## src/tpw_pkg.sv

```systemverilog
// Purpose: Shared constants and carrier types for the two-phase interleaved PWM core
// Assumes: clk_sys at 125 MHz; analog quantities arrive as digitised unsigned codes
// Notes: Cycle counts other than DEAD_CYC are derived from the switching period below
// Functional notes
// - With the six-bit standard strap low, the dual-purpose strap is the sixth code bit.
// - With the six-bit standard strap high, the dual-purpose strap picks the code table.
// - Controller operation halts while the enable input is low.
// - A compensation-node shutdown disables the controller exactly like a low enable.
// - Each channel's current is sampled near the middle of its lower switch conduction.
// - One sense path is shared in time, each channel sampled in its own slot.
// - Upper switch duty never exceeds 66 percent of the switching period.
// - Upper and lower gates of one channel are never driven at the same time.
// - The soft-start-done flag pulls low during soft-start and floats when done.
// - Each channel compares its corrected error with its own ramp; more error, longer on time.
// - A channel carrying more than the average current gets a shorter pulse.
// - The second channel's counter is offset from the first by HALF_CYC, half a switching period rounded down.
// - The average of both sampled currents is driven to the feedback node.
// - After upper turn-off the lower switch stays on at least one third of a cycle.
// - A cycle starts at upper turn-off of one channel; the other follows half a cycle later.
package tpw_pkg;
    localparam int unsigned CLK_HZ = 125000000;
    localparam int unsigned SW_FREQ_HZ = 222000;
    localparam int unsigned PERIOD_CYC = CLK_HZ / SW_FREQ_HZ;
    localparam int unsigned HALF_CYC = PERIOD_CYC / 2;
    localparam int unsigned DUTY_MAX_PCT = 66;
    localparam int unsigned DUTY_MAX_CYC = (PERIOD_CYC * DUTY_MAX_PCT) / 100;
    localparam int unsigned FORCED_OFF_CYC = (PERIOD_CYC + 2) / 3;
    localparam int unsigned SAMPLE_CYC = FORCED_OFF_CYC / 2;
    localparam int unsigned DEAD_NS = 8;
    localparam int unsigned DEAD_CYC = (DEAD_NS * (CLK_HZ / 1000000) + 999) / 1000;
    localparam int unsigned SS_STEPS = 1024;
    localparam int CNT_W = 10;
    localparam int DATA_W = 10;
    localparam logic [1:0] STD_FIRST5 = 2'h0;
    localparam logic [1:0] STD_SECOND5 = 2'h1;
    localparam logic [1:0] STD_SIX = 2'h2;

    typedef struct packed {
        logic [1:0] standard;
        logic [5:0] code;
    } tpw_code_t;

    typedef struct packed {
        logic upper;
        logic lower;
    } tpw_gate_t;
endpackage

```

## src/tpw_phase.sv

```systemverilog
// Purpose: One PWM channel: ramp compare, forced off time, dead time, gate drive
// Assumes: phase counter supplied by the core, zero at this channel's turn-off
// Notes: Instantiated once per channel with a counter offset by half a period
`timescale 1ns/1ps
module tpw_phase (
    // Clock and reset
    input wire logic clk_sys,
    input wire logic nrst,
    // Control
    input wire logic run,
    input wire logic [tpw_pkg::CNT_W-1:0] phase_cnt,
    input wire logic [tpw_pkg::DATA_W-1:0] err_value,
    input wire logic [tpw_pkg::DATA_W-1:0] own_current,
    input wire logic [tpw_pkg::DATA_W-1:0] avg_current,
    input wire logic [tpw_pkg::DATA_W-1:0] ss_limit,
    // Gates
    output tpw_pkg::tpw_gate_t gate,
    output logic sample_now
);
    logic [tpw_pkg::DATA_W-1:0] corrected;
    logic [tpw_pkg::DATA_W-1:0] excess;
    logic [tpw_pkg::DATA_W-1:0] ramp;
    logic [tpw_pkg::DATA_W-1:0] cmd;
    logic want_upper;
    logic [3:0] dead_cnt;

    // Excess over average trims the command
    assign excess = (own_current > avg_current) ? own_current - avg_current : '0;
    assign corrected = (err_value > excess) ? err_value - excess : '0;
    assign cmd = (corrected < ss_limit) ? corrected : ss_limit;
    // Ramp falls over the enabled part of the cycle; top of ramp at turn-off
    assign ramp = tpw_pkg::DATA_W'(tpw_pkg::PERIOD_CYC - 32'(phase_cnt));

    always_comb begin
        want_upper = 1'b0;
        if (run && 32'(phase_cnt) >= tpw_pkg::FORCED_OFF_CYC) begin
            if (32'(phase_cnt) >= tpw_pkg::PERIOD_CYC - tpw_pkg::DUTY_MAX_CYC) begin
                want_upper = (cmd >= ramp);
            end
        end
    end

    assign sample_now = run && (32'(phase_cnt) == tpw_pkg::SAMPLE_CYC);

    always_ff @(posedge clk_sys) begin
        if (!nrst || !run) begin
            gate <= '0;
            dead_cnt <= '0;
        end else if (want_upper) begin
            if (gate.lower) begin
                gate.lower <= 1'b0;
                dead_cnt <= 4'(tpw_pkg::DEAD_CYC);
            end else if (dead_cnt != 4'h0) begin
                dead_cnt <= dead_cnt - 4'h1;
            end else begin
                gate.upper <= 1'b1;
            end
        end else begin
            if (gate.upper) begin
                gate.upper <= 1'b0;
                dead_cnt <= 4'(tpw_pkg::DEAD_CYC);
            end else if (dead_cnt != 4'h0) begin
                dead_cnt <= dead_cnt - 4'h1;
            end else begin
                gate.lower <= 1'b1;
            end
        end
    end
endmodule

```

## src/tpw_core.sv

```systemverilog
// Purpose: Two-phase interleaved buck PWM control core
// Assumes: straps, enable and comp shutdown come from pins; current and error arrive digitised
// Notes: Enable low or comp shutdown acts as a reset of the control loop
`timescale 1ns/1ps
module tpw_core (
    // Clock and reset
    input wire logic clk_sys,
    input wire logic nrst,
    // Configuration straps
    input wire logic six_bit_standard_strap,
    input wire logic table_select_or_sixth_code_bit,
    input wire logic [4:0] voltage_code_inputs,
    // Control pins
    input wire logic controller_enable_input,
    input wire logic comp_shutdown,
    // Analog front end values
    input wire logic [tpw_pkg::DATA_W-1:0] error_value,
    input wire logic [tpw_pkg::DATA_W-1:0] current_sense_path,
    // Gate drives
    output logic [1:0] upper_gate_drive,
    output logic [1:0] lower_gate_drive,
    // Sense mux and feedback
    output logic sense_channel_select,
    output logic [tpw_pkg::DATA_W-1:0] feedback_node,
    // Configuration report
    output tpw_pkg::tpw_code_t active_code,
    // Open drain soft-start flag
    output logic soft_start_done_flag_out,
    output logic soft_start_done_flag_oe,
    // Interrupt
    output logic irq,
    // Status port
    input wire logic [3:0] reg_addr,
    input wire logic [7:0] reg_wdata,
    input wire logic reg_wr,
    input wire logic reg_rd,
    output logic [7:0] reg_rdata
);
    localparam logic [3:0] ADDR_STATUS = 4'h0;
    localparam logic [3:0] ADDR_MASK = 4'h1;
    localparam logic [3:0] ADDR_CODE = 4'h2;

    typedef enum {ST_OFF, ST_SOFT, ST_RUN} tpw_state_t;

    logic [2:0] en_sync;
    logic [2:0] shd_sync;
    logic [2:0] s6_sync;
    logic [2:0] tsel_sync;
    logic [2:0] vid_sync [5];
    logic en_q;
    logic shd_q;
    logic s6_q;
    logic tsel_q;
    logic [4:0] vid_q;
    logic run;
    tpw_state_t state;
    logic [tpw_pkg::CNT_W-1:0] cnt_a;
    logic [tpw_pkg::CNT_W-1:0] cnt_b;
    logic [tpw_pkg::DATA_W-1:0] cur_a;
    logic [tpw_pkg::DATA_W-1:0] cur_b;
    logic [tpw_pkg::DATA_W:0] cur_sum;
    logic [tpw_pkg::DATA_W-1:0] avg;
    logic [tpw_pkg::DATA_W-1:0] ss_limit;
    logic [10:0] ss_cnt;
    logic samp_a;
    logic samp_b;
    tpw_pkg::tpw_gate_t gate_a;
    tpw_pkg::tpw_gate_t gate_b;
    logic [2:0] status;
    logic [2:0] mask;
    logic [2:0] events;
    logic prev_run;

    // Three-stage sync; a change counts when stages two and three agree
    always_ff @(posedge clk_sys) begin
        if (!nrst) begin
            en_sync <= '0;
            shd_sync <= '0;
            s6_sync <= 3'h7;
            tsel_sync <= 3'h7;
            en_q <= 1'b0;
            shd_q <= 1'b0;
            s6_q <= 1'b1;
            tsel_q <= 1'b1;
        end else begin
            en_sync <= {en_sync[1:0], controller_enable_input};
            shd_sync <= {shd_sync[1:0], comp_shutdown};
            s6_sync <= {s6_sync[1:0], six_bit_standard_strap};
            tsel_sync <= {tsel_sync[1:0], table_select_or_sixth_code_bit};
            if (en_sync[1] == en_sync[2]) en_q <= en_sync[2];
            if (shd_sync[1] == shd_sync[2]) shd_q <= shd_sync[2];
            if (s6_sync[1] == s6_sync[2]) s6_q <= s6_sync[2];
            if (tsel_sync[1] == tsel_sync[2]) tsel_q <= tsel_sync[2];
        end
    end

    genvar gi;
    generate
        for (gi = 0; gi < 5; gi++) begin : g_vid
            always_ff @(posedge clk_sys) begin
                if (!nrst) begin
                    vid_sync[gi] <= 3'h7;
                    vid_q[gi] <= 1'b1;
                end else begin
                    vid_sync[gi] <= {vid_sync[gi][1:0], voltage_code_inputs[gi]};
                    if (vid_sync[gi][1] == vid_sync[gi][2]) vid_q[gi] <= vid_sync[gi][2];
                end
            end
        end
    endgenerate

    assign run = en_q && !shd_q;

    // Straps latched only while disabled
    always_ff @(posedge clk_sys) begin
        if (!nrst) begin
            active_code <= '0;
        end else if (!run) begin
            if (!s6_q) begin
                active_code.standard <= tpw_pkg::STD_SIX;
                active_code.code <= {tsel_q, vid_q};
            end else begin
                active_code.standard <= tsel_q ? tpw_pkg::STD_FIRST5
                                               : tpw_pkg::STD_SECOND5;
                active_code.code <= {1'b0, vid_q};
            end
        end
    end

    // Switching clock: channel B counter lags by half a period
    always_ff @(posedge clk_sys) begin
        if (!nrst || !run) begin
            cnt_a <= '0;
            cnt_b <= tpw_pkg::CNT_W'(tpw_pkg::HALF_CYC);
        end else begin
            cnt_a <= (32'(cnt_a) == tpw_pkg::PERIOD_CYC - 1) ? '0 : cnt_a + 1'b1;
            cnt_b <= (32'(cnt_b) == tpw_pkg::PERIOD_CYC - 1) ? '0 : cnt_b + 1'b1;
        end
    end

    // Soft-start sequencer
    always_ff @(posedge clk_sys) begin
        if (!nrst || !run) begin
            state <= ST_OFF;
            ss_cnt <= '0;
        end else begin
            case (state)
                ST_OFF: state <= ST_SOFT;
                ST_SOFT: begin
                    if (samp_a) ss_cnt <= ss_cnt + 11'h001;
                    if (32'(ss_cnt) >= tpw_pkg::SS_STEPS) state <= ST_RUN;
                end
                ST_RUN: state <= ST_RUN;
                default: state <= ST_OFF;
            endcase
        end
    end

    // The carry bit keeps the limit at full scale in the last soft-start cycle
    assign ss_limit = (state == ST_RUN || ss_cnt[tpw_pkg::DATA_W]) ? '1
                                                                  : ss_cnt[tpw_pkg::DATA_W-1:0];

    // Sense path: select the channel that is in its lower conduction slot
    assign sense_channel_select = (32'(cnt_b) < tpw_pkg::FORCED_OFF_CYC);

    always_ff @(posedge clk_sys) begin
        if (!nrst || !run) begin
            cur_a <= '0;
            cur_b <= '0;
        end else begin
            if (samp_a) cur_a <= current_sense_path;
            if (samp_b) cur_b <= current_sense_path;
        end
    end

    assign cur_sum = {1'b0, cur_a} + {1'b0, cur_b};
    assign avg = cur_sum[tpw_pkg::DATA_W:1];

    always_ff @(posedge clk_sys) begin
        if (!nrst) feedback_node <= '0;
        else feedback_node <= avg;
    end

    tpw_phase u_phase_a (
        .clk_sys(clk_sys),
        .nrst(nrst),
        .run(run && state != ST_OFF),
        .phase_cnt(cnt_a),
        .err_value(error_value),
        .own_current(cur_a),
        .avg_current(avg),
        .ss_limit(ss_limit),
        .gate(gate_a),
        .sample_now(samp_a)
    );

    tpw_phase u_phase_b (
        .clk_sys(clk_sys),
        .nrst(nrst),
        .run(run && state != ST_OFF),
        .phase_cnt(cnt_b),
        .err_value(error_value),
        .own_current(cur_b),
        .avg_current(avg),
        .ss_limit(ss_limit),
        .gate(gate_b),
        .sample_now(samp_b)
    );

    assign upper_gate_drive = {gate_b.upper, gate_a.upper};
    assign lower_gate_drive = {gate_b.lower, gate_a.lower};

    // Flag drives low until soft-start completes
    always_ff @(posedge clk_sys) begin
        if (!nrst) soft_start_done_flag_oe <= 1'b1;
        else soft_start_done_flag_oe <= (state != ST_RUN);
    end
    assign soft_start_done_flag_out = 1'b0;

    // Events: soft-start done, enabled, disabled
    always_ff @(posedge clk_sys) begin
        if (!nrst) prev_run <= 1'b0;
        else prev_run <= run;
    end
    assign events = {prev_run && !run, run && !prev_run,
                     state == ST_SOFT && 32'(ss_cnt) >= tpw_pkg::SS_STEPS};

    always_ff @(posedge clk_sys) begin
        if (!nrst) status <= '0;
        else if (reg_wr && reg_addr == ADDR_STATUS) status <= (status & ~reg_wdata[2:0]) | events;
        else status <= status | events;
    end

    always_ff @(posedge clk_sys) begin
        if (!nrst) mask <= '0;
        else if (reg_wr && reg_addr == ADDR_MASK) mask <= reg_wdata[2:0];
    end

    assign irq = |(status & mask);

    always_ff @(posedge clk_sys) begin
        if (!nrst) begin
            reg_rdata <= '0;
        end else if (reg_rd) begin
            case (reg_addr)
                ADDR_STATUS: reg_rdata <= {5'h00, status};
                ADDR_MASK: reg_rdata <= {5'h00, mask};
                ADDR_CODE: reg_rdata <= active_code;
                default: reg_rdata <= 8'h00;
            endcase
        end else begin
            reg_rdata <= 8'h00;
        end
    end
endmodule

```

## config.mk

```make
export PLATFORM = sky130hd
export DESIGN_NAME = tpw_core
export DESIGN_NICKNAME = d
export VERILOG_FILES = /design/src/tpw_pkg.sv /design/src/tpw_phase.sv /design/src/tpw_core.sv
export SDC_FILE = /design/constraint.sdc
export NUM_CORES = 1
export LEC_CHECK = 0
export CORE_ASPECT_RATIO = 1.25
export CORE_UTILIZATION = 40
export CTS_BUF_LIST = sky130_fd_sc_hd__clkbuf_16
export DETAILED_ROUTE_END_ITERATION = 6
export DONT_BUFFER_PORTS = 1
export PLACE_DENSITY_LB_ADDON = 0.2
export SLEW_MARGIN = 20
export SYNTH_ARGS = -nofsm -noshare
export SYNTH_HDL_FRONTEND = slang
export SYNTH_SLANG_ARGS = --single-unit
```

## constraint.sdc

```tcl
create_clock -name clk_sys -period 8.8 [get_ports clk_sys]
set_clock_uncertainty 0.2 [all_clocks]
set_input_delay 0.44 -clock clk_sys [delete_from_list [all_inputs] [get_ports clk_sys]]
set_output_delay 0.44 -clock clk_sys [all_outputs]
set_load 0.03 [all_outputs]
```

Word-level counts from Yosys, hierarchy flattened --
Memories as Yosys holds them, arrays and structs flattened. Index checks and enable logic that the tools add are counted.
Word-level totals: latch bits 0, flip-flop bits (word level) 150, memories 1, memory bits (writable) 15, input bits 45, bits in read-only memories 0, output and inout bits 34
Operators by class: eq/ne operators 21, $add $sub $neg 12, shifts and indexed selects 0, multiply operators 0, mux-type cells 33, magnitude comparators 14, bitwise gates (word level) 18, reduce and logical (&&, ||, !) cells 37, div/mod/pow operators 0
Memory list:
- vid_sync | words 5, width 3, read ports 5, clocked after Yosys merged registers in 0, write ports 5, line tpw_core.sv:49 | logic [2:0] vid_sync [5];
Operator list (count):
- case mux 32 bit (3 select lines) | 1
- 2-to-1 mux 10 bit | 7
- equality test 32 x 2 -> 1 bit (second input constant) | 2
- >= comparator 10 x 8 -> 1 bit (second input constant) | 4
- > comparator 10 bit | 4
- subtractor 10 bit | 4
- equality test 32 x 1 -> 1 bit (second input constant) | 1
- equality test 32 x 3 -> 1 bit (second input constant) | 1
- zero test 32 bit | 1
- 2-to-1 mux 32 bit | 1
- 2-to-1 mux 4 bit | 8
- inequality test 32 x 3 -> 1 bit (second input constant) | 1
- nonzero test 32 bit | 1
- case mux 8 bit (3 select lines) | 1
- adder 10 x 1 -> 10 bit (second input constant) | 2
- equality test 10 bit (second input constant) | 2
- equality test 10 x 7 -> 1 bit (second input constant) | 2
- >= comparator 10 bit | 2
- less-than comparator 10 bit | 2
- subtractor 10 bit (first input constant) | 2
- 2-to-1 mux 3 bit | 6
- AND reduction 2 bit | 6
- OR reduction 2 bit | 6
- adder 10 x 10 -> 11 bit | 1
- other kinds (22) | 67

Depth between registers and ports, before layout --
depth after elaboration 12, gate-level depth with buffers 43, mapped depth without buffers 42

Cells and area by module --
Synthesis repeated with hierarchy kept, for this count alone.
Unflattened totals: cells, all modules 1072, area total of the unflattened synthesis 8997.4 um^2
Modules (own cells, without submodules):
- tpw_core | seq. area each 2462.4 um^2, cells an instance 504, times used 1, area each 4839.6 um^2
- tpw_phase at u_phase_a | seq. area each 120.1 um^2, cells an instance 288, times used 1, area each 2092.0 um^2
- tpw_phase at u_phase_b | seq. area each 120.1 um^2, cells an instance 280, times used 1, area each 2065.7 um^2

Worst setup path after synthesis --
Ideal clock, no wire load.
path kind reg-to-reg, start point reg cur_a[2] (netlist bit), end point reg u_phase_b.dead_cnt[1], clock period less this slack 8.409 ns, library setup time 0.114 ns, stages on the path, launching flop included 44, path slack 0.391 ns, arrival time 8.095 ns, path through dfxtp_1 > ha_1 > a21oi_1 > a21boi_0 > o21ai_0 > a21oi_1 > o21ai_0 > a21oi_1 > xnor2_1 > ha_1 > clkbuf_1 > and3_1 > a221oi_1 > a21oi_1 > ha_1 > inv_1 > fa_1 > a21oi_1 > [... 8 more ...] > a21oi_1 > nor2b_1 > o21ai_0 > a21oi_1 > nor3_1 > nor2_1 > or3_1 > buf_6 > mux2_2 > ha_1 > nand2b_1 > a21o_1 > a21o_1 > a211oi_1 > o211ai_1 > nand2_1 > mux2_2 > a2111oi_0
On the way: cells in the longest elaborated chain, start to end 11, elaborated cells on any way between the ends 13, those cells by class add/sub: 3; order compare: 4; mux: 6
RTL lines:
- from (decl) | line tpw_core.sv:59 | logic [tpw_pkg::DATA_W-1:0] cur_a;
- from (signal assigned) | line tpw_core.sv:171 | if (samp_a) cur_a <= current_sense_path;
- adder 10 x 10 -> 11 bit (*) | line tpw_core.sv:176 | assign cur_sum = {1'b0, cur_a} + {1'b0, cur_b};
- subtractor 10 bit / > comparator 10 bit (equally long branches) | line tpw_phase.sv:28 | assign excess = (own_current > avg_current) ? own_current - avg_current : '0;
- 2-to-1 mux 10 bit (*) | line tpw_phase.sv:28
- subtractor 10 bit / > comparator 10 bit (equally long branches) | line tpw_phase.sv:29 | assign corrected = (err_value > excess) ? err_value - excess : '0;
- 2-to-1 mux 10 bit (*) | line tpw_phase.sv:29
- less-than comparator 10 bit | line tpw_phase.sv:30 | assign cmd = (corrected < ss_limit) ? corrected : ss_limit;
- 2-to-1 mux 10 bit (*) | line tpw_phase.sv:30
- >= comparator 10 bit (*) | line tpw_phase.sv:38 | want_upper = (cmd >= ramp);
- 2-to-1 mux 1 bit (*) | line tpw_phase.sv:37 | if (32'(phase_cnt) >= tpw_pkg::PERIOD_CYC - tpw_pkg::DUTY_MAX_CYC) begin
- 2-to-1 mux 1 bit (*) | line tpw_phase.sv:36 | if (run && 32'(phase_cnt) >= tpw_pkg::FORCED_OFF_CYC) begin
- 2-to-1 mux 4 bit (*) | line tpw_phase.sv:49 | end else if (want_upper) begin
- to (signal assigned) | line tpw_phase.sv:52 | dead_cnt <= 4'(tpw_pkg::DEAD_CYC);
- to (signal assigned) | line tpw_phase.sv:54 | dead_cnt <= dead_cnt - 4'h1;
- to (signal assigned) | line tpw_phase.sv:61 | dead_cnt <= 4'(tpw_pkg::DEAD_CYC);
- to (decl) | line tpw_phase.sv:25 | logic [3:0] dead_cnt;
Mark *: on every way between the ends. The rest lies on a longest branch, timed or not. A chain may end at the register's enable or synchronous reset.

Worst setup path in the final report --
start point reg cur_b[0] (netlist bit), end point reg u_phase_b.dead_cnt[1]
On the way: cells in the longest elaborated chain, start to end 11, elaborated cells on any way between the ends 13, those cells by class add/sub: 3; order compare: 4; mux: 6
RTL lines:
- from (decl) | line tpw_core.sv:60 | logic [tpw_pkg::DATA_W-1:0] cur_b;
- from (signal assigned) | line tpw_core.sv:172 | if (samp_b) cur_b <= current_sense_path;
- adder 10 x 10 -> 11 bit | line tpw_core.sv:176
- subtractor 10 bit / > comparator 10 bit (equally long branches) | line tpw_phase.sv:28
- 2-to-1 mux 10 bit (*) | line tpw_phase.sv:28
- subtractor 10 bit / > comparator 10 bit (equally long branches) | line tpw_phase.sv:29
- 2-to-1 mux 10 bit (*) | line tpw_phase.sv:29
- less-than comparator 10 bit | line tpw_phase.sv:30
- 2-to-1 mux 10 bit (*) | line tpw_phase.sv:30
- >= comparator 10 bit (*) | line tpw_phase.sv:38
- 2-to-1 mux 1 bit (*) | line tpw_phase.sv:37
- 2-to-1 mux 1 bit (*) | line tpw_phase.sv:36
- 2-to-1 mux 4 bit (*) | line tpw_phase.sv:49
Marks and branches as above.

==> results.yml <==
drt:
  wl_met3_microns: 362
  initialDrtViolationCount: 247
  top_layer: "met4"
  vias_per_cell: 5.21
  antenna_left: 0
  wl_met2_microns: 10700
  dr.pass1.iters: 6
  drt-met1-wl_microns: 9040
  wirelength_microns: 20300
  routed-via-count: 7122
  drcViolationCount: 0
  wl_per_cell_microns: 14.9
setup_path:
  r2r-start: "cur_b[0]"
  critPathMaxFanout: 5
  cp_slowest_stage_delay_ps: 420
  critPathLaunchType: "flip-flop"
  worstSetupPathType: "flip-flop to flip-flop"
  startpoint: "cur_b[0]"
  cp.depth: 41
  crit_end: "u_phase_b.dead_cnt[1]"
  crit_buf_inv: 3
  worst_setup_path_end_kind: "flip-flop"
  r2r_end: "u_phase_b.dead_cnt[1]"
  slowest_stage: "or3_1"
  cp.arrival_ps: 8450
  critPathTopFamily: "compound AO/OA/AOI/OAI gates"
  reg2reg_slack_ps: 470
  reg2reg_depth: 41
  crit_required_ps: 8920
timing:
  setup_viol: 0
  max_slew.worst_pin.slew_ps: 880
  drv_slew: 0
  fin_tns_setup_ps: 0
  max_slew_margin: 0.410
  finalCritPeriodShare: 0.947
  hold_viol_final: 0
  fin_crit_ps: 8330
  fmax_mhz: 120
place:
  dp_hpwl_microns: 15300
  placed_cell_area_sq_um: 9070
  place.gp.congestion: 0.811
  numPortBuffers: 0
floorplanning:
  core_area_sq_um: 21500
  start_util: 0.406
  ios: 79
  die_area_sq_um: 22400
  die_w_microns: 134
  die_y_microns: 167
  rows: 60
global_route:
  grt_pass1_vias: 6931
  grt_antenna_before_repair: 0
  grt_pass1_wl_microns: 33300
  grt_util_all_layers: 0.185
  grt_max_degree: 37
  grt_overflow_total: 0
pwr:
  pwr-share-seq: 0.416
  peakVddDrop_v: 0.000201
  p_leak_nw: 4.23
  switching_share: 0.267
  p_per_area_nw_per_um2: 146
  p_int_mw: 1.10
  clkPwrFrac: 0.475
  share_comb_of_total_power: 0.109
  p_switching_uw: 400
synthesis:
  synth_cell_type_count: 67
  synth.cell_area_sq_um: 8710
  synthCells: 1036
  avgSynthCellArea_sq_um: 8.41
  synth_edf_count: 0
  synth_seq_cells: 135
  synth_nets: 1185
  ys_seq_area_frac: 0.310
  synth-main-ff-cell: "dfxtp_1"
  synthArstFlopShare: 0
  ys_warn_count: 0
cts:
  numCtsBuffers: 17
  clk_latency_ps: 420
  htreeDepth: 4
  path_clk_slew_ps: 70
  cts_sinks: 135
  cts_tree: "yes"
  cts_buffer_depth: 2
  clockRootBuffer: "clkbuf_16"
final_layout:
  n_antenna_cell: 0
  area_growth_pct: 17.5
  fin_util: 0.477
  finalNetCount: 1223
  drive_above_1_share: 0.122
  design_area_sq_um: 10200
worst_hold_path:
  hold_start: "reg_wdata[1]"
  hp-class: "input pin to flip-flop"
job:
  drv_cap: 0
status:
  status: "finished clean"
==> worst min-delay path by stage <==
stage | depth (start not counted) | end | slack, ps
2_1_floorplan | 1 | s6_sync[1] | 190
3_3_place_gp | 1 | vid_sync[3][1] | 190
3_5_place_dp | 1 | vid_sync[3][1] | 190
4_1_cts | 3 | status[1] | 10
5_1_grt | 3 | status[0] | 30
6_report | 3 | status[1] | 20
==> per-layer routing <==
metal	vias up	track usage
met5	-	0
met4	0	0.0534
met3	14	0.0301
met2	69	0.337
met1	3374	0.219
li1	3665	-
==> power groups by stage <==
| stage | Sequential, mW | Combinational [mW] | Clock [mW] |
|---|---|---|---|
| 2_1_floorplan | 0.637 | 0.115 | 0 |
| 3_3_place_gp | 0.638 | 0.138 | 0 |
| 3_5_place_dp | 0.638 | 0.140 | 0 |
| 4_1_cts | 0.624 | 0.154 | 0.731 |
| 5_1_grt | 0.625 | 0.185 | 0.759 |
| 6_report | 0.624 | 0.164 | 0.712 |
==> worst min-delay path, delay by kind of cell <==
kind               cells  cell delay [ps]
and+or+nand+nor        2              110
AOI/OAI and AO/OA      1               60
==> final cells by class <==
cell class                      instances  area [sq um]
Clock buffer                           17           425
Clock inverter                         15           158
Sequential cell                       135          2710
Tap cell                              279           349
Inverter                               69           259
Multi-Input combinational cell        800          5880
Fill cell                            2150         11200
Timing Repair Buffer                   51           458
==> synth_stat cells, drive strengths merged (3+ instances only) <==
cell | n | area (sq um)
dfxtp | 135 | 2700
nor2 | 128 | 480
ha | 99 | 1240
nand2 | 87 | 327
inv | 68 | 255
a21oi | 65 | 337
mux2i | 47 | 470
o21ai | 45 | 233
xnor2 | 44 | 385
nand2b | 33 | 206
xor2 | 29 | 254
nor3 | 25 | 125
clkbuf | 23 | 86.3
and2 | 21 | 131
a21o | 20 | 150
nand3 | 19 | 100
nand4 | 19 | 119
or3 | 13 | 81.3
and3 | 9 | 56.3
buf | 9 | 51.3
mux2 | 9 | 101
a2111oi | 7 | 67.6
o211ai | 7 | 57.6
a211oi | 6 | 45.0
maj3 | 6 | 62.6
nor2b | 6 | 37.5
a31oi | 5 | 31.3
fa | 5 | 100
nand3b | 4 | 30.0
o2111ai | 4 | 41.3
o21a | 4 | 30.0
a22oi | 3 | 36.3
o21bai | 3 | 22.5
==> placed cells by master (no fill, tap or decap), drive strengths merged, types with 7 or more instances in the layout <==
master	Yosys	layout
nand4	19	19
nor3	25	25
a21oi	65	65
nand2	87	87
and2	21	21
buf	9	29
mux2i	47	47
o211ai	7	7
o21ai	45	45
mux2	9	9
a21o	20	20
or3	13	13
nand2b	33	33
ha	99	99
and3	9	9
a2111oi	7	7
nor2	128	128
xnor2	44	44
nand3	19	19
dfxtp	135	135
inv	68	78
dlygate4sd3	0	22
clkbuf	23	17
xor2	29	29
==> state kept, by name, summed over array words and instances (netlist names), 3 cells and up <==
register,cells
active_code,8
cnt_a,10
cnt_b,10
cur_a,10
cur_b,10
en_sync,3
feedback_node,10
mask,3
reg_rdata,8
s6_sync,3
shd_sync,3
ss_cnt,11
status,3
tsel_sync,3
u_phase_a.dead_cnt,4
u_phase_b.dead_cnt,4
vid_q,5
vid_sync,15
==> kinds of logic (layout without fill, tap and decap cells) <==
group	after synthesis	count (layout)	synth area share
and+or+nand+nor	377	377	0.206
DFF	135	135	0.310
adders and majority gates	110	110	0.161
muxes	56	56	0.0657
other	1	1	0.000431
AOI/OAI and AO/OA	182	182	0.135
buffers and inverters	101	152	0.0455
xor gates and xnor gates	74	74	0.0760
==> stage by stage <==
stage	std cells	setup WS [ps]	hold WS [ps]	total power [mW]
after global placement	1302	48.6	189	0.776
after floorplan	1036	391	186	0.752
after global routing	1366	-77.2	29.4	1.57
final	1366	469	24.3	1.50
after detailed placement	1302	-118	194	0.778
after CTS	1358	39.8	9.58	1.51
==> what timing repair did <==
| item | CTS | global route |
|---|---|---|
| pin swaps | 1 | 25 |
| setup buffers | 1 | 8 |
| endpoints found under the setup margin | 3 | 12 |
| gates resized for setup | 4 | 63 |
| hold buffers | 23 | 0 |
| gates cloned | 0 | 0 |
| hold endpoints to repair | 59 | 0 |
Note: power is estimated with default switching activity, not from simulation.
